===== src/pkg/converter_defs.svh =====
// Purpose: Offsets, field positions, reset values and timing counts of the converter sequencer.
// Assumes: Wishbone byte addresses with one 32-bit word per register.
// Notes: Only definitions live here.
`ifndef CONVERTER_DEFS_SVH
`define CONVERTER_DEFS_SVH

`define CTL_OFFSET 16'h1030
`define RES1_OFFSET 16'h1031
`define RES2_OFFSET 16'h1032
`define RES3_OFFSET 16'h1033
`define RES4_OFFSET 16'h1034
`define ADDR_SCALE 2
`define CTL_FLAG_BIT 7
`define CTL_ZERO_BIT 6
`define CTL_SCAN_BIT 5
`define CTL_GROUP_BIT 4
`define CTL_WRITE_MASK 8'h3f
`define CTL_RESET 8'h00
`define SAR_STEPS 8
`define CONV_CYCLES 32
`define SAMPLE_CYCLES 8
`define CHAN_GROUP_REF 2'h3

`endif


===== src/pkg/converter_pkg.sv =====
// Purpose: Types shared by the converter sequencer and its approximation engine.
// Assumes: Nothing beyond the defs header.
// Notes: Constants stay in the defs header; this package holds types only.
package converter_pkg;

    typedef enum logic [1:0] {
        SEQ_IDLE,
        SEQ_START,
        SEQ_CONVERT,
        SEQ_HOLD
    } seq_state_e;

    typedef struct packed {
        logic [3:0] channel;
        logic       start;
        logic       abort;
    } conv_req_s;

    typedef struct packed {
        logic [7:0] value;
        logic       done;
    } conv_res_s;

endpackage


===== src/verilog/adc_sequence_control.sv =====
// Purpose: Sequences four conversions per pass and holds the control/status and result registers.
// Assumes: Classic Wishbone slave, 20 MHz clock used as the conversion clock; low_power_i marks stop or wait.
// Notes: Each register takes one word at four times its printed offset; registered reads answer next cycle.
//
// Operation
// RQ1: Group one-shot converts each group channel once.
// RQ2: One-shot stops after fourth conversion, idle.
// RQ3: Group continuous wraps results to register one.
// RQ4: Stop or wait suspends the current conversion.
// RQ5: On resume, resample interrupted channel and continue.
// RQ6: First conversion after wait is valid.
// RQ7: Software waits 10 ms after undelayed stop.
// RQ8: Flag read-only, bit 6 zero, others writable.
// RQ9: Control write aborts and restarts the sequence.
// RQ10: Control write clears the complete flag.
// RQ11: Flag sets when all four results valid.
// RQ12: Continuous mode sets flag once, keeps it.
// RQ13: Scan off once, scan on round-robin.
// RQ14: Single mode converts one channel four times.
// RQ15: Group mode uses high select bits only.
// RQ16: Channel codes decode to inputs and references.
// RQ17: Group channel low bits pick result register.
// RQ18: Results are read-only eight-bit, writes ignored.
// RQ19: Software trusts results only with flag set.
// RQ20: Sequence begins one clock after the write.
// RQ21: Eight MSB-first steps, result stored at end.
// RQ22: Each conversion takes 32 clock cycles.
`include "converter_defs.svh"
`timescale 1ns/100ps
`default_nettype none

module adc_sequence_control #(
    parameter int CONV_CYCLES = `CONV_CYCLES
) (
    // Clock and reset
    input wire logic clk_i,
    input wire logic rst_i,
    // Wishbone slave
    input wire logic cyc_i,
    input wire logic stb_i,
    input wire logic we_i,
    input wire logic [15:0] adr_i,
    input wire logic [3:0] sel_i,
    input wire logic [31:0] dat_i,
    output logic [31:0] dat_o,
    output logic ack_o,
    output logic err_o,
    // Power modes
    input wire logic low_power_i,
    // Analog front end
    input wire logic comp_i,
    output logic [3:0] mux_sel_o,
    output logic [1:0] ref_sel_o,
    output logic sample_o,
    output logic [7:0] dac_o,
    output logic busy_o
);
    typedef struct packed {
        converter_pkg::seq_state_e state;
        logic [7:0] ctl;
        logic [1:0] slot;
        logic       filled;
        logic [31:0] rdata;
        logic       ack;
        logic       err;
        logic [3:0][7:0] result;
    } top_state_s;

    top_state_s st_reg;
    top_state_s st_next;
    converter_pkg::conv_req_s req;
    converter_pkg::conv_res_s res;
    logic [3:0] chan;
    logic hit_ctl;
    logic [3:0] hit_res;
    logic any_hit;
    logic bus_req;
    logic ctl_write;
    logic [15:0] word_adr;

    assign bus_req = cyc_i && stb_i && !st_reg.ack && !st_reg.err;
    assign word_adr = adr_i >> `ADDR_SCALE;
    assign hit_ctl = word_adr == `CTL_OFFSET && adr_i[1:0] == 2'h0;

    genvar gi;
    generate
        for (gi = 0; gi < 4; gi++) begin : g_hit
            assign hit_res[gi] = word_adr == `RES1_OFFSET + 16'(gi) && adr_i[1:0] == 2'h0;
        end
    endgenerate

    assign any_hit = hit_ctl || (|hit_res);
    assign ctl_write = bus_req && we_i && hit_ctl && sel_i[0];

    // Single mode keeps all four select bits; group mode replaces the low two with the slot.
    always_comb begin
        if (st_reg.ctl[`CTL_GROUP_BIT]) begin
            chan = {st_reg.ctl[3:2], st_reg.slot}; // RQ15 RQ17
        end else begin
            chan = st_reg.ctl[3:0]; // RQ14
        end
    end

    always_comb begin
        st_next = st_reg;
        st_next.ack = 1'b0;
        st_next.err = 1'b0;
        req.channel = chan;
        req.start = 1'b0;
        req.abort = 1'b0;
        if (bus_req) begin
            st_next.ack = any_hit;
            st_next.err = !any_hit;
            st_next.rdata = 32'h0000_0000;
            if (hit_ctl) begin
                st_next.rdata[7:0] = {st_reg.ctl[7], 1'b0, st_reg.ctl[5:0]}; // RQ8
            end
            for (int i = 0; i < 4; i++) begin
                if (hit_res[i]) begin
                    st_next.rdata[7:0] = st_reg.result[i]; // RQ18
                end
            end
        end
        case (st_reg.state)
            converter_pkg::SEQ_IDLE: begin
            end
            converter_pkg::SEQ_START: begin
                if (low_power_i) begin
                    st_next.state = converter_pkg::SEQ_HOLD; // RQ4
                end else begin
                    req.start = 1'b1; // RQ20 RQ5 RQ6
                    st_next.state = converter_pkg::SEQ_CONVERT;
                end
            end
            converter_pkg::SEQ_CONVERT: begin
                if (low_power_i) begin
                    req.abort = 1'b1; // RQ4
                    st_next.state = converter_pkg::SEQ_HOLD;
                end else if (res.done) begin
                    st_next.result[st_reg.slot] = res.value; // RQ21 RQ1 RQ3 RQ17
                    st_next.slot = st_reg.slot + 2'h1;
                    if (st_reg.slot == 2'h3) begin
                        st_next.ctl[`CTL_FLAG_BIT] = 1'b1; // RQ11 RQ12
                        st_next.filled = 1'b1;
                        if (st_reg.ctl[`CTL_SCAN_BIT]) begin
                            st_next.state = converter_pkg::SEQ_START; // RQ3 RQ13
                        end else begin
                            st_next.state = converter_pkg::SEQ_IDLE; // RQ2 RQ13
                        end
                    end else begin
                        st_next.state = converter_pkg::SEQ_START;
                    end
                end
            end
            converter_pkg::SEQ_HOLD: begin
                // The interrupted channel is sampled again from scratch, since the held charge has drifted.
                if (!low_power_i) begin
                    st_next.state = converter_pkg::SEQ_START; // RQ5
                end
            end
            default: begin
                st_next.state = converter_pkg::SEQ_IDLE;
            end
        endcase
        // A write overrides the sequencer's state, slot and flag this cycle; a result finishing in the same cycle is still stored.
        if (ctl_write) begin
            req.abort = 1'b1; // RQ9
            st_next.ctl = (dat_i[7:0] & `CTL_WRITE_MASK); // RQ8 RQ10
            st_next.slot = 2'h0;
            st_next.filled = 1'b0;
            st_next.state = converter_pkg::SEQ_START; // RQ9 RQ20
        end
    end

    always_ff @(posedge clk_i) begin
        if (rst_i) begin
            st_reg <= '0;
            st_reg.state <= converter_pkg::SEQ_IDLE;
            st_reg.ctl <= `CTL_RESET;
        end else begin
            st_reg <= st_next;
        end
    end

    sar_engine #(
        .CONV_CYCLES(CONV_CYCLES),
        .SAMPLE_CYCLES(`SAMPLE_CYCLES)
    ) u_sar (
        .clk_i(clk_i),
        .rst_i(rst_i),
        .req_i(req),
        .res_o(res),
        .comp_i(comp_i),
        .mux_sel_o(mux_sel_o),
        .sample_o(sample_o),
        .dac_o(dac_o)
    );

    // Reference selection for codes 1100 to 1110; reserved codes select nothing.
    always_comb begin
        ref_sel_o = 2'h0;
        if (mux_sel_o[3:2] == `CHAN_GROUP_REF && mux_sel_o[1:0] != 2'h3) begin
            ref_sel_o = mux_sel_o[1:0] + 2'h1; // RQ16
        end
    end

    assign dat_o = st_reg.rdata;
    assign ack_o = st_reg.ack;
    assign err_o = st_reg.err;
    assign busy_o = st_reg.state != converter_pkg::SEQ_IDLE;

    a_write_clears_flag: assert property (@(posedge clk_i) disable iff (rst_i)
        ctl_write |=> !st_reg.ctl[`CTL_FLAG_BIT] && st_reg.state == converter_pkg::SEQ_START) // RQ10
        else $error("Control write did not clear flag and restart.");
    a_bit6_zero: assert property (@(posedge clk_i) disable iff (rst_i)
        st_reg.ack && $past(hit_ctl) && !$past(we_i) |-> dat_o[6] == 1'b0) // RQ8
        else $error("Bit 6 read nonzero.");
    a_start_next_cycle: assert property (@(posedge clk_i) disable iff (rst_i)
        ctl_write ##1 !low_power_i |-> req.start) // RQ20
        else $error("Sequence did not start one cycle after write.");
    a_oneshot_stops: assert property (@(posedge clk_i) disable iff (rst_i)
        res.done && st_reg.slot == 2'h3 && !st_reg.ctl[`CTL_SCAN_BIT] && !ctl_write && !low_power_i
        |=> st_reg.state == converter_pkg::SEQ_IDLE && st_reg.ctl[`CTL_FLAG_BIT]) // RQ2
        else $error("One-shot sequence did not halt with flag set.");
    a_flag_stays_set: assert property (@(posedge clk_i) disable iff (rst_i)
        st_reg.ctl[`CTL_FLAG_BIT] && !ctl_write |=> st_reg.ctl[`CTL_FLAG_BIT]) // RQ12
        else $error("Complete flag dropped without a write.");
    a_suspend_abort: assert property (@(posedge clk_i) disable iff (rst_i)
        st_reg.state == converter_pkg::SEQ_CONVERT && low_power_i && !ctl_write
        |=> st_reg.state == converter_pkg::SEQ_HOLD && !res.done) // RQ4
        else $error("Conversion not suspended on low power.");
    a_resume_restart: assert property (@(posedge clk_i) disable iff (rst_i)
        st_reg.state == converter_pkg::SEQ_HOLD && !low_power_i && !ctl_write
        |=> st_reg.state == converter_pkg::SEQ_START && $stable(st_reg.slot)) // RQ5
        else $error("Sequence did not resume at the interrupted slot.");
    a_group_channel: assert property (@(posedge clk_i) disable iff (rst_i)
        req.start && st_reg.ctl[`CTL_GROUP_BIT] |-> req.channel[1:0] == st_reg.slot) // RQ15
        else $error("Group channel does not follow the slot.");
    a_result_write_ignored: assert property (@(posedge clk_i) disable iff (rst_i)
        bus_req && we_i && hit_res[0] && !res.done |=> $stable(st_reg.result[0])) // RQ18
        else $error("Result register changed on a bus write.");
endmodule // adc_sequence_control

`default_nettype wire


===== src/verilog/sar_engine.sv =====
// Purpose: Runs one eight-step successive approximation on a requested channel.
// Assumes: The comparator answer comp_i is valid in each step's decision cycle.
// Notes: A conversion spans a fixed cycle count; abort drops it without a result.
`include "converter_defs.svh"
`timescale 1ns/100ps
`default_nettype none

module sar_engine #(
    parameter int CONV_CYCLES = `CONV_CYCLES,
    parameter int SAMPLE_CYCLES = `SAMPLE_CYCLES
) (
    // Clock and reset
    input wire logic clk_i,
    input wire logic rst_i,
    // Request and answer
    input wire converter_pkg::conv_req_s req_i,
    output converter_pkg::conv_res_s res_o,
    // Analog front end
    input wire logic comp_i,
    output logic [3:0] mux_sel_o,
    output logic sample_o,
    output logic [7:0] dac_o
);
    localparam int STEP_CYCLES = (CONV_CYCLES - SAMPLE_CYCLES) / `SAR_STEPS;

    typedef struct packed {
        logic       busy;
        logic [5:0] cnt;
        logic [2:0] bit_idx;
        logic [7:0] sar;
        logic [3:0] chan;
        logic [7:0] value;
        logic       done;
    } sar_state_s;

    sar_state_s st_reg;
    sar_state_s st_next;

    always_comb begin
        st_next = st_reg;
        st_next.done = 1'b0;
        if (req_i.abort) begin
            st_next.busy = 1'b0;
        end else if (req_i.start) begin
            st_next.busy = 1'b1;
            st_next.cnt = 6'h00;
            st_next.bit_idx = 3'h7;
            st_next.sar = 8'h80;
            st_next.chan = req_i.channel;
        end else if (st_reg.busy) begin
            st_next.cnt = st_reg.cnt + 6'h01;
            // Each step tests one bit from the top down, then tries the next.
            if (st_reg.cnt >= 6'(SAMPLE_CYCLES) &&
                st_reg.cnt - 6'(SAMPLE_CYCLES) == 6'(STEP_CYCLES * (7 - st_reg.bit_idx) + STEP_CYCLES - 1)) begin
                st_next.sar[st_reg.bit_idx] = comp_i;
                if (st_reg.bit_idx == 3'h0) begin
                    st_next.busy = 1'b0;
                    st_next.done = 1'b1;
                    st_next.value = {st_reg.sar[7:1], comp_i};
                end else begin
                    st_next.bit_idx = st_reg.bit_idx - 3'h1;
                    st_next.sar[st_reg.bit_idx - 3'h1] = 1'b1;
                end
            end
        end
    end

    always_ff @(posedge clk_i) begin
        if (rst_i) begin
            st_reg <= '0;
        end else begin
            st_reg <= st_next;
        end
    end

    assign res_o.value = st_reg.value;
    assign res_o.done = st_reg.done;
    assign mux_sel_o = st_reg.chan;
    assign sample_o = st_reg.busy && st_reg.cnt < 6'(SAMPLE_CYCLES);
    assign dac_o = st_reg.sar;

    a_conv_length: assert property (@(posedge clk_i) disable iff (rst_i)
        req_i.start && !req_i.abort ##1 (!req_i.start && !req_i.abort) [*8]
        |-> !st_reg.done)
        else $error("Conversion finished too early.");
endmodule // sar_engine

`default_nettype wire


===== config.mk =====
export PLATFORM = sky130hd
export DESIGN_NAME = adc_sequence_control
export DESIGN_NICKNAME = d
export VERILOG_FILES = /design/src/pkg/converter_pkg.sv /design/src/verilog/adc_sequence_control.sv /design/src/verilog/sar_engine.sv
export VERILOG_INCLUDE_DIRS = /design/src /design/src/pkg
export SDC_FILE = /design/constraint.sdc
export NUM_CORES = 1
export LEC_CHECK = 0
export BUFFER_PORTS_ARGS = -buffer_cell sky130_fd_sc_hd__buf_2
export CAP_MARGIN = 20
export CORE_MARGIN = 2
export CORE_UTILIZATION = 39
export DETAILED_ROUTE_END_ITERATION = 7
export GPL_ROUTABILITY_DRIVEN = 0
export GPL_TIMING_DRIVEN = 0
export RECOVER_POWER = 25
export REMOVE_ABC_BUFFERS = 1
export SYNTH_ARGS = -nofsm -noshare
export SYNTH_HDL_FRONTEND = slang
export SYNTH_SLANG_ARGS = --single-unit

===== constraint.sdc =====
create_clock -name clk_i -period 5.65 [get_ports clk_i]
set_input_delay 0 -clock clk_i [delete_from_list [all_inputs] [get_ports clk_i]]
set_output_delay 0 -clock clk_i [all_outputs]
set_load 0.02 [all_outputs]

==> impl_results.rst, run 1 <==
.. list-table::
   :header-rows: 1

   * - Metric
     - Value
   * - Clock latency of the later-clocked register in the worst-skew pair
     - ~0.34 ns
   * - Cells resized by post-CTS repair
     - 0
   * - Time the worst path needs with I/O delays and setup
     - 3.131 ns
   * - Share of flip-flops with an asynchronous set or reset
     - 0
   * - Post-synth top area share
     - 0.3528
   * - Detailed-route wire length per cell
     - 15.48 um
   * - Total routing usage reported by global routing
     - 0.1824
   * - Floorplan die width
     - ~110 um
   * - Proportion of power drawn by the clock network
     - 0.426
   * - DRT Pass-1 Iters
     - 5
   * - Layout Cell Area excl Fill
     - 5278 sq um
   * - Total Die Area
     - 13120 sq um
   * - Adder and majority cell fraction of the synthesized area
     - 0.06038
   * - Top library cells by usage in the layout, fill and taps aside
     - sky130_fd_sc_hd__nand2_1, sky130_fd_sc_hd__dfxtp_1, sky130_fd_sc_hd__a21oi_1, sky130_fd_sc_hd__buf_2
   * - Setup repair after global routing missed its margin
     - no
   * - Remaining antenna violation count
     - 0
   * - Worst VDD drop
     - 0.1247 mV
   * - Max frequency
     - 319.4 MHz
   * - Final count of negative-setup-slack endpoints
     - 0
   * - Number of I/O port buffers
     - between 50 and 60
   * - Vias post-DR
     - between 3k and 4k
   * - Gr busiest metal
     - met2
   * - Core outline area
     - 11960 sq um
   * - Dominant combinational cell family by area after synthesis
     - simple AND/OR/NAND/NOR gates
   * - Compound-cell area share of the yosys netlist
     - 0.1722
   * - Total detailed-routing wirelength
     - approximately 12000 um
   * - Final hold viol count
     - 0
   * - Via count of the first global-routing pass
     - between 3k and 4k
   * - Layout Area Growth over Synthesis
     - 10.74%
   * - Number of buffers added by the clock tree synthesis step
     - 9
   * - CP max-delay cell
     - sky130_fd_sc_hd__a211oi_4
   * - Library cell occupying the most area in the post-synthesis netlist
     - sky130_fd_sc_hd__dfxtp_1
   * - Placed wire-length estimate after detailed placement
     - between 8000 and 9000 um
   * - Max-slew violation count
     - 0
   * - Synth Warn #
     - 0
   * - Setup skew after layout
     - 0.006726 ns
   * - Ports
     - 109
   * - Synth Area in XOR/XNOR
     - 0.02048
   * - Power per cell area
     - 271.8 nW/um^2
   * - Share of layout cells above drive strength 1
     - 0.1211
   * - Placed cell area
     - roughly 4900 sq um
   * - Nature of the critical path startpoint
     - register
   * - Path type of the worst min-delay path
     - primary input to register
   * - Crit path DAT
     - 3.36 ns
   * - Maximum clock insertion buffer count
     - 2
   * - Routed via count divided by cell count
     - 5.296
   * - Area fraction in and, or, nand and nor cells after synthesis
     - 0.2106
   * - Count of flip-flops with a built-in enable after synthesis
     - 0
   * - Mean area per synthesized cell
     - 8.405 sq um
   * - Most common library cell in the layout ignoring fill and taps
     - sky130_fd_sc_hd__nand2_1
   * - Number of H-tree branching levels
     - 3
   * - Detailed router's first-iteration violation count
     - ~150
   * - Net Sw Power
     - 388.4 uW
   * - Max-cap viol count
     - 0
   * - Largest net degree at the start of global routing
     - 60
   * - Top post-synthesis cells by area
     - sky130_fd_sc_hd__dfxtp_1, sky130_fd_sc_hd__nand2_1, sky130_fd_sc_hd__a21oi_1, sky130_fd_sc_hd__buf_4, sky130_fd_sc_hd__ha_1
   * - Worst-path clk slew
     - approximately 0.060 ns
   * - Number of remaining DRC errors
     - 0
   * - Result of the run
     - finished, final reports clean
   * - Root buffer cell
     - sky130_fd_sc_hd__clkbuf_16
   * - Cell internal pwr
     - 1046 uW
   * - Die Ht
     - 114.5 um
   * - Category of the worst setup path capture point
     - register
   * - Critical Path Max Stage Delay
     - 0.60 ns
   * - Data required time of the critical path
     - 5.88 ns
   * - Gate count of the mapped netlist
     - 567
   * - Critical Path, Cell by Cell
     - clkinv_1, ha_1, xor2_1, and4_4, nand3_2, a211oi_4, mux2_4
   * - Worst Path Class, Setup
     - register to register
   * - Max reg flops
     - 43
   * - Number of nets in the layout
     - around 700
   * - Yosys cell types
     - just under 70
   * - Primary FF master, synth
     - sky130_fd_sc_hd__dfxtp_1
   * - Global-route met3 utilization
     - 0.02859
   * - Sequential-to-total area share from yosys stat
     - 0.3528
   * - Share of power burned in registers
     - 0.433
   * - Combinational group share of total power
     - 0.141
   * - Lkg Pwr
     - 0.001829 uW
   * - Count of inserted antenna diode cells
     - 0
   * - Wire length of the first global-routing pass
     - 18940 um
   * - Area of the mapped netlist
     - 4766 sq um
   * - Starting density of the core
     - 0.3984
   * - Initial antenna violation count
     - 0
   * - Transition time at the pin with the least slew margin
     - 1.037 ns
   * - Clock tree from TritonCTS
     - yes
   * - Clk sink count
     - 84
   * - Portion of netlist area occupied by mux cells
     - 0.08139
   * - Critical path fanouts, max
     - 12
   * - Fin crit share
     - 0.5542
   * - Post-synthesis register bit count
     - between 80 and 90
   * - Slew headroom
     - 0.3081
   * - Met2 demand-to-capacity share in global routing
     - 0.3183
   * - Global routing met1 resource utilization
     - 0.2299
   * - Switching part of the total power
     - 0.2708
   * - Total negative slack
     - 0 ns
   * - GRT Residual Overflow
     - 0
   * - Site row count
     - 40
[area by class of cell]
class	instances	area [sq um]
fillers	1213	6684
multi-input cells	423	2694
flip-flops and latches	84	1682
repair buffers	65	350.3
clock buffers	11	252.7
well taps	147	183.9
clock inverters	5	58.81
inverters	15	56.30
[synth_stat cells, types with 6 or more instances]
library cell                 n
sky130_fd_sc_hd__a21oi_1    71
sky130_fd_sc_hd__a22oi_1     8
sky130_fd_sc_hd__buf_4      45
sky130_fd_sc_hd__clkbuf_1   16
sky130_fd_sc_hd__dfxtp_1    84
sky130_fd_sc_hd__ha_1       23
sky130_fd_sc_hd__inv_1      13
sky130_fd_sc_hd__mux2_2      8
sky130_fd_sc_hd__mux2i_1    26
sky130_fd_sc_hd__nand2_1   119
sky130_fd_sc_hd__nand4_1     6
sky130_fd_sc_hd__nor2_1     17
sky130_fd_sc_hd__nor3_1      7
sky130_fd_sc_hd__o21ai_0    14
sky130_fd_sc_hd__o221ai_1    8
[per-stage QoR]
stage	worst slack, ns	instances	utilization	total power [uW]	hold WS [ns]
finish	2.519	750	0.4412	1434	0.1478
global route	2.287	750	0.4412	1489	0.1804
CTS	2.517	748	0.4414	1448	0.1304
detailed placement	2.529	725	0.4095	831.8	0.2584
global placement	1.891	724	0.4084	825.7	0.2542
floorplan	2.988	522	-	766.5	0.06907
[final timing paths]
| path | slack (ns) | endpoint | cells past startpoint | from |
|---|---|---|---|---|
| max | 2.52 | u_sar.dac_o[0]$_SDFFE_PP0P_ | 7 | u_sar.st_reg[21]$_SDFFE_PP0P_ |
| min | 0.15 | u_sar.st_reg[30]$_SDFF_PP0_ | 4 | low_power_i |
| max reg2reg | 2.52 | u_sar.dac_o[0]$_SDFFE_PP0P_ | 7 | u_sar.st_reg[21]$_SDFFE_PP0P_ |
| min reg2reg | 0.45 | dat_o[6]$_SDFFE_PP0N_ | 2 | dat_o[6]$_SDFFE_PP0N_ |
[critical path: cells and delay by family (launching register included)]
family          cells  cell delay, ns
fa+ha+maj           1            0.52
simple gates        2            0.37
flops               1            0.59
buf+inv             1            0.39
xor+xnor            1            0.20
compound gates      1            0.60
mux                 1            0.35
[repair_timing]
action	CTS	global route
hold buffers	7	1
endpoints found under the hold margin	7	2
setup buffers	0	0
[layer usage]
layer,routed length (um),part of all wire,up-vias
li1,-,-,2000
met1,5351,0.46,1890
met2,5749,0.50,72
met3,370,0.032,10
met4,136,0.012,0
met5,0,0,-
[power by group through the flow]
stage | clock (uW) | sequential (uW) | combinational, uW
after floorplan | 0 | 635 | 132
after global placement | 0 | 633 | 192
after detailed placement | 0 | 635 | 197
after CTS | 624 | 621 | 202
after global routing | 642 | 624 | 223
final | 611 | 621 | 202
[kinds of logic (layout without fill, tap and decap cells)]
kind of cell | Yosys count | count (layout)
xor gates and xnor gates | 9 | 9
DFF | 84 | 84
adders and majority gates | 23 | 23
other | 1 | 24
muxes | 36 | 36
and+or+nand+nor | 200 | 200
buffers and inverters | 83 | 96
AOI/OAI and AO/OA | 131 | 131
Note: power is estimated with default switching activity, not from simulation.
==> run 2, diff against run 1 <==
Clock period 5.65 ns to 2.7 ns, I/O delays scaled along.
==> impl_results.rst, run 2 (same netlist as run 1, synthesis figures left out) <==
.. list-table::
   :header-rows: 1

   * - Metric
     - Value
   * - Number of buffers added by the clock tree synthesis step
     - 9 (unchanged)
   * - Starting density of the core
     - 0.3984 (unchanged)
   * - Vias post-DR
     - 4027 (+1.4%)
   * - Hold_ws
     - 0.1519 ns (+0.004125 ns)
   * - Worst-path clk slew
     - 0.07 ns (about the same)
   * - Via count of the first global-routing pass
     - 3784 (-0.26%)
   * - Top library cells by usage in the layout, fill and taps aside
     - sky130_fd_sc_hd__nand2_1, sky130_fd_sc_hd__dfxtp_1, sky130_fd_sc_hd__a21oi_1, sky130_fd_sc_hd__buf_2
   * - Fin crit share
     - 0.9510 (+0.3968)
   * - Routed via count divided by cell count
     - 5.341 (+0.85%)
   * - Placed wire-length estimate after detailed placement
     - 8419 um (unchanged)
   * - Count of inserted antenna diode cells
     - 0 (unchanged)
   * - Switching part of the total power
     - 0.2719 (+0.001060)
   * - Max-slew violation count
     - 0 (unchanged)
   * - Category of the worst setup path capture point
     - register
   * - Largest net degree at the start of global routing
     - 60 (unchanged)
   * - Max-cap viol count
     - 0 (unchanged)
   * - Remaining antenna violation count
     - 0 (unchanged)
   * - Number of nets in the layout
     - 684 (+0.59%)
   * - Nature of the critical path startpoint
     - register
   * - Proportion of power drawn by the clock network
     - 0.426 (about the same)
   * - Power per cell area
     - 560.0 nW/um^2 (+110%)
   * - Path type of the worst min-delay path
     - primary input to register
   * - Maximum clock insertion buffer count
     - 2 (unchanged)
   * - Final hold viol count
     - 0 (unchanged)
   * - Top cell by count, worst path
     - sky130_fd_sc_hd__ha_1
   * - Layout Cell Area excl Fill
     - 5376 sq um (+1.9%)
   * - Setup skew after layout
     - 0.007117 ns (+0.0003909 ns)
   * - Ports
     - 109 (unchanged)
   * - Worst path depth
     - 10 (+3)
   * - Worst Path Class, Setup
     - register to register
   * - Floorplan die width
     - 114.5 um (unchanged)
   * - WP buf/inv
     - 2 (+1)
   * - Clk sink count
     - 84 (unchanged)
   * - Total detailed-routing wirelength
     - 11670 um (+0.53%)
   * - Time the worst path needs with I/O delays and setup
     - 2.568 ns (-0.5634 ns)
   * - Most common library cell in the layout ignoring fill and taps
     - sky130_fd_sc_hd__nand2_1
   * - Data required time of the critical path
     - 2.93 ns (-2.95 ns)
   * - Wire length of the first global-routing pass
     - 18960 um (+0.11%)
   * - Critical path fanouts, max
     - 6 (-6)
   * - Core outline area
     - 11960 sq um (unchanged)
   * - Number of H-tree branching levels
     - 3 (unchanged)
   * - Layout Area Growth over Synthesis
     - 12.81%
   * - Final non-filler cell total
     - 754 (+0.53%)
   * - Post-Place Cells
     - 725 (unchanged)
   * - Detailed router's first-iteration violation count
     - 143 (-5.9%)
   * - Max reg flops
     - 43 (unchanged)
   * - Total Die Area
     - 13120 sq um (unchanged)
   * - Clock tree from TritonCTS
     - yes
   * - Total routing usage reported by global routing
     - 0.1826 (+0.0002229)
   * - Transition time at the pin with the least slew margin
     - 0.7387 ns (-0.2980 ns)
   * - GRT Residual Overflow
     - 0 (unchanged)
   * - Critical Path Max Stage Delay
     - 0.38 ns (-0.22 ns)
   * - Result of the run
     - finished, final reports clean
   * - Largest delay share family, worst path
     - adder cells
   * - Critical Path, Cell by Cell
     - inv_1, ha_1, ha_1, ha_4, o21ai_1, mux2i_4, nand3_2, a211oi_4, buf_12, mux2_4
   * - Final count of negative-setup-slack endpoints
     - 0 (unchanged)
   * - Crit path DAT
     - 2.80 ns (-0.56 ns)
   * - Share of power burned in registers
     - 0.432 (about the same)
   * - Number of remaining DRC errors
     - 0 (unchanged)
   * - Site row count
     - 40 (unchanged)
   * - DRT Pass-1 Iters
     - 4 (-1)
   * - Root buffer cell
     - sky130_fd_sc_hd__clkbuf_16
   * - CP max-delay cell
     - sky130_fd_sc_hd__dfxtp_2
   * - Slew headroom
     - 0.5045 (+0.1964)
   * - Max frequency
     - 389.5 MHz (+22%)
   * - Number of I/O port buffers
     - 55 (unchanged)
   * - Worst VDD drop
     - 0.2618 mV (+110%)
   * - Placed cell area
     - 4898 sq um (unchanged)
   * - Number of cell instances on the worst register-to-register path
     - 10 (+3)
   * - Share of layout cells above drive strength 1
     - 0.1384 (+0.01732)
   * - Initial antenna violation count
     - 0 (unchanged)
   * - Net Sw Power
     - 818.6 uW (+110%)
   * - Clock latency of the later-clocked register in the worst-skew pair
     - 0.34 ns (about the same)
   * - Die Ht
     - 114.5 um (unchanged)
   * - Cell internal pwr
     - 2192 uW (+110%)
   * - Hold-critical path depth
     - 4 (unchanged)
   * - Combinational group share of total power
     - 0.142 (about the same)
   * - Lkg Pwr
     - 0.001859 uW (+1.6%)
   * - Detailed-route wire length per cell
     - 15.48 um (about the same)
run 2: cell types whose count changed in the layout (fill, tap and decap cells not counted), sizes merged:
cell and delta:
buf +4
run 2: worst paths after layout:
path	endpoint	slack (ns)	from
worst max-delay path	u_sar.dac_o[0]$_SDFFE_PP0P_	0.13	u_sar.st_reg[22]$_SDFFE_PP0P_
worst min-delay path	u_sar.st_reg[30]$_SDFF_PP0_	0.15	low_power_i
worst max register to register	u_sar.dac_o[0]$_SDFFE_PP0P_	0.13	u_sar.st_reg[22]$_SDFFE_PP0P_
worst min register to register	dat_o[6]$_SDFFE_PP0N_	0.45	dat_o[6]$_SDFFE_PP0N_
run 2: through the flow:
step             util  setup WS, ns  total power, uW  setup TNS, ns
2_1_floorplan       -       0.03838             1604              0
3_3_place_gp   0.4084        -1.059             1728         -29.08
3_5_place_dp   0.4095       -0.4211             1741         -4.990
4_1_cts        0.4474       0.02562             3034              0
5_1_grt        0.4495     -0.007837             3121      -0.007837
6_report       0.4495        0.1323             3011              0
run 2: cell type report:
type | count | area [sq um]
clock buffers | 11 | 252.7
clock inverters | 5 | 58.81
fillers | 1210 | 6585
inverters | 15 | 57.56
multi-input cells | 423 | 2720
flip-flops and latches | 84 | 1685
well taps | 147 | 183.9
repair buffers | 69 | 417.9
run 2: worst min-delay path: stages:
cell and delay (ns):
sky130_fd_sc_hd__buf_2 0.18, sky130_fd_sc_hd__a21boi_4 0.11, sky130_fd_sc_hd__o21ai_0 0.08, sky130_fd_sc_hd__a211oi_1 0.07
run 2: metal layers:
layer | GRT usage | vias up | wire [um]
li1 | - | 2007 | -
met1 | 0.2322 | 1910 | 5311
met2 | 0.3164 | 90 | 5736
met3 | 0.02859 | 20 | 390
met4 | 0.05772 | 0 | 232
met5 | 0 | - | 0
run 2: repair_timing:
action / in CTS / in global routing
pin swaps: 2 / 1
endpoints found under the hold margin: 7 / 2
buffers inserted: 3 / 1
setup endpoints to repair: 18 / 17
hold buffers: 7 / 1
resized for setup: 5 / 3
run 2: power groups by stage:
stage,Combinational (uW),Sequential [uW],Clock [uW]
final,429,1300,1280
after global routing,473,1310,1340
after CTS,427,1300,1310
after detailed placement,413,1330,0
after global placement,402,1330,0
after floorplan,276,1330,0
==> run 3, diff against run 2 <==
Settings changed: CORE_UTILIZATION 39 to 49, PLACE_DENSITY set to 0.76.
==> impl_results.rst, run 3 (same netlist as run 1, synthesis figures left out) <==
.. list-table::
   :header-rows: 1

   * - Metric
     - Value
   * - Starting density of the core
     - 0.5109 (+0.1125)
   * - Slew headroom
     - 0.2988 (-0.2056)
   * - GRT Residual Overflow
     - 0 (unchanged)
   * - Worst VDD drop
     - 0.2809 mV (+7.3%)
   * - Post-Place Cells
     - 707 (-2.5%)
   * - Final count of negative-setup-slack endpoints
     - 0 (unchanged)
   * - Clock tree from TritonCTS
     - yes
   * - Clock latency of the later-clocked register in the worst-skew pair
     - 0.36 ns (+0.02 ns)
   * - Initial antenna violation count
     - 0 (unchanged)
   * - Number of nets in the layout
     - 684 (unchanged)
   * - Total routing usage reported by global routing
     - 0.2248 (+0.04221)
   * - Total detailed-routing wirelength
     - 11610 um (-0.53%)
   * - Floorplan die width
     - 102.6 um (-10%)
   * - Layout Cell Area excl Fill
     - 5235 sq um (-2.6%)
   * - Worst-path clk slew
     - 0.09 ns (+0.02 ns)
   * - Clk sink count
     - 84 (unchanged)
   * - Routed via count divided by cell count
     - 5.765 (+7.9%)
   * - Ports
     - 109 (unchanged)
   * - Total negative slack
     - 0 ns (unchanged)
   * - Total Die Area
     - 10530 sq um (-20%)
   * - Lkg Pwr
     - 0.001815 uW (-2.4%)
   * - Crit path DAT
     - 2.83 ns (+0.03 ns)
   * - Setup skew after layout
     - 0.01081 ns (+0.003698 ns)
   * - Fin crit share
     - 0.9583 (+0.007297)
   * - Max-cap viol count
     - 0 (unchanged)
   * - Number of buffers added by the clock tree synthesis step
     - 9 (unchanged)
   * - Number of remaining DRC errors
     - 0 (unchanged)
   * - Count of inserted antenna diode cells
     - 0 (unchanged)
   * - Remaining antenna violation count
     - 0 (unchanged)
   * - Site row count
     - 35 (-13%)
   * - Maximum clock insertion buffer count
     - 2 (unchanged)
   * - Critical path fanouts, max
     - 6 (unchanged)
   * - Placed wire-length estimate after detailed placement
     - 8207 um (-2.5%)
   * - Max reg flops
     - 43 (unchanged)
   * - Transition time at the pin with the least slew margin
     - 1.051 ns (+0.3119 ns)
   * - Path type of the worst min-delay path
     - primary input to register
   * - Layout Area Growth over Synthesis
     - 9.845%
   * - Root buffer cell
     - sky130_fd_sc_hd__clkbuf_8
   * - Final non-filler cell total
     - 736 (-2.4%)
   * - Largest net degree at the start of global routing
     - 60 (unchanged)
   * - Category of the worst setup path capture point
     - register
   * - Most common library cell in the layout ignoring fill and taps
     - sky130_fd_sc_hd__nand2_1
   * - Top library cells by usage in the layout, fill and taps aside
     - sky130_fd_sc_hd__nand2_1, sky130_fd_sc_hd__dfxtp_1, sky130_fd_sc_hd__a21oi_1, sky130_fd_sc_hd__buf_2
   * - Setup repair after global routing missed its margin
     - no
   * - Detailed router's first-iteration violation count
     - 311 (+120%)
   * - Worst Path Class, Setup
     - register to register
   * - Placed cell area
     - 4876 sq um (-0.46%)
   * - Wire length of the first global-routing pass
     - 18830 um (-0.69%)
   * - Hold_ws
     - 0.1245 ns (-0.02736 ns)
   * - Detailed-route wire length per cell
     - 15.77 um (+1.9%)
   * - Core outline area
     - 9328 sq um (-22%)
   * - Data required time of the critical path
     - 2.94 ns (about the same)
   * - DRT Pass-1 Iters
     - 5 (+1)
   * - Power per cell area
     - 510.3 nW/um^2 (-8.9%)
   * - Share of layout cells above drive strength 1
     - 0.1384 (unchanged)
   * - Result of the run
     - finished, final reports clean
   * - Die Ht
     - 102.6 um (-10%)
   * - Time the worst path needs with I/O delays and setup
     - 2.587 ns (+0.01970 ns)
   * - Number of H-tree branching levels
     - 3 (unchanged)
   * - Via count of the first global-routing pass
     - 4026 (+6.4%)
   * - Vias post-DR
     - 4243 (+5.4%)
   * - Nature of the critical path startpoint
     - register
   * - Number of I/O port buffers
     - 55 (unchanged)
   * - Final hold viol count
     - 0 (unchanged)
   * - Max frequency
     - 386.5 MHz (-0.76%)
   * - Max-slew violation count
     - 0 (unchanged)
## run 3: cell count changes in the layout (fill, tap and decap cells not counted), moves of 2 or more
cell                         change
sky130_fd_sc_hd__dfxtp_2         -2
sky130_fd_sc_hd__clkbuf_16       -9
sky130_fd_sc_hd__clkbuf_8        +7
sky130_fd_sc_hd__dfxtp_4         +2
sky130_fd_sc_hd__clkinvlp_4      -2
sky130_fd_sc_hd__inv_6           +2
## run 3: layer usage
metal,GRT usage,part of all wire,vias up
met2,0.3816,0.49,188
met4,0.08718,0.025,0
met3,0.03864,0.067,32
li1,-,-,1995
met5,0,0,-
met1,0.2852,0.42,2028
## run 3: final cells by class
class | count | area (sq um)
fillers | 838 | 4093
multi-input cells | 423 | 2715
flip-flops and latches | 84 | 1690
repair buffers | 69 | 405.4
well taps | 129 | 161.4
clock buffers | 9 | 123.9
clock inverters | 7 | 81.33
inverters | 15 | 57.56
## run 3: worst paths after layout
check                                       end                           from  cells past startpoint  slack (ns)
setup / recovery    u_sar.dac_o[0]$_SDFFE_PP0P_  u_sar.st_reg[22]$_SDFFE_PP0P_                     10        0.11
setup reg to reg    u_sar.dac_o[0]$_SDFFE_PP0P_  u_sar.st_reg[22]$_SDFFE_PP0P_                     10        0.11
hold reg to reg          st_reg[1]$_SDFFE_PP0P_         st_reg[1]$_SDFFE_PP0P_                      2        0.46
hold / removal    u_sar.st_reg[25]$_SDFFE_PP0P_                    low_power_i                      4        0.12
## run 3: per-stage QoR
step	power [uW]	setup slack, ns	util
3_5_place_dp	1736	-0.4565	0.5227
5_1_grt	2780	0.01357	0.5612
3_3_place_gp	1719	-0.8984	0.5213
2_1_floorplan	1604	0.03838	-
4_1_cts	2679	0.04648	0.5594
6_report	2671	0.1126	0.5612
## run 3: critical path: stages (launching register included)
cell	delay, ns
sky130_fd_sc_hd__dfxtp_4	0.39
sky130_fd_sc_hd__inv_1	0.10
sky130_fd_sc_hd__ha_1	0.30
sky130_fd_sc_hd__ha_1	0.23
sky130_fd_sc_hd__ha_4	0.29
sky130_fd_sc_hd__o21ai_1	0.10
sky130_fd_sc_hd__mux2i_4	0.22
sky130_fd_sc_hd__nand3_2	0.14
sky130_fd_sc_hd__a211oi_4	0.21
sky130_fd_sc_hd__buf_4	0.20
sky130_fd_sc_hd__mux2_4	0.30
## run 3: what timing repair did
action,in CTS,in global routing
buffers inserted,4,0
setup endpoints to repair,18,16
hold buffers,7,1
endpoints found under the hold margin,7,1
pin swaps,2,1
gates resized for setup,5,4
## run 3: report_power, final
part | switching (uW) | total (uW) | internal [uW]
Combinational | 274 | 432 | 158
Clock | 497 | 941 | 444
Sequential | 34.9 | 1300 | 1260
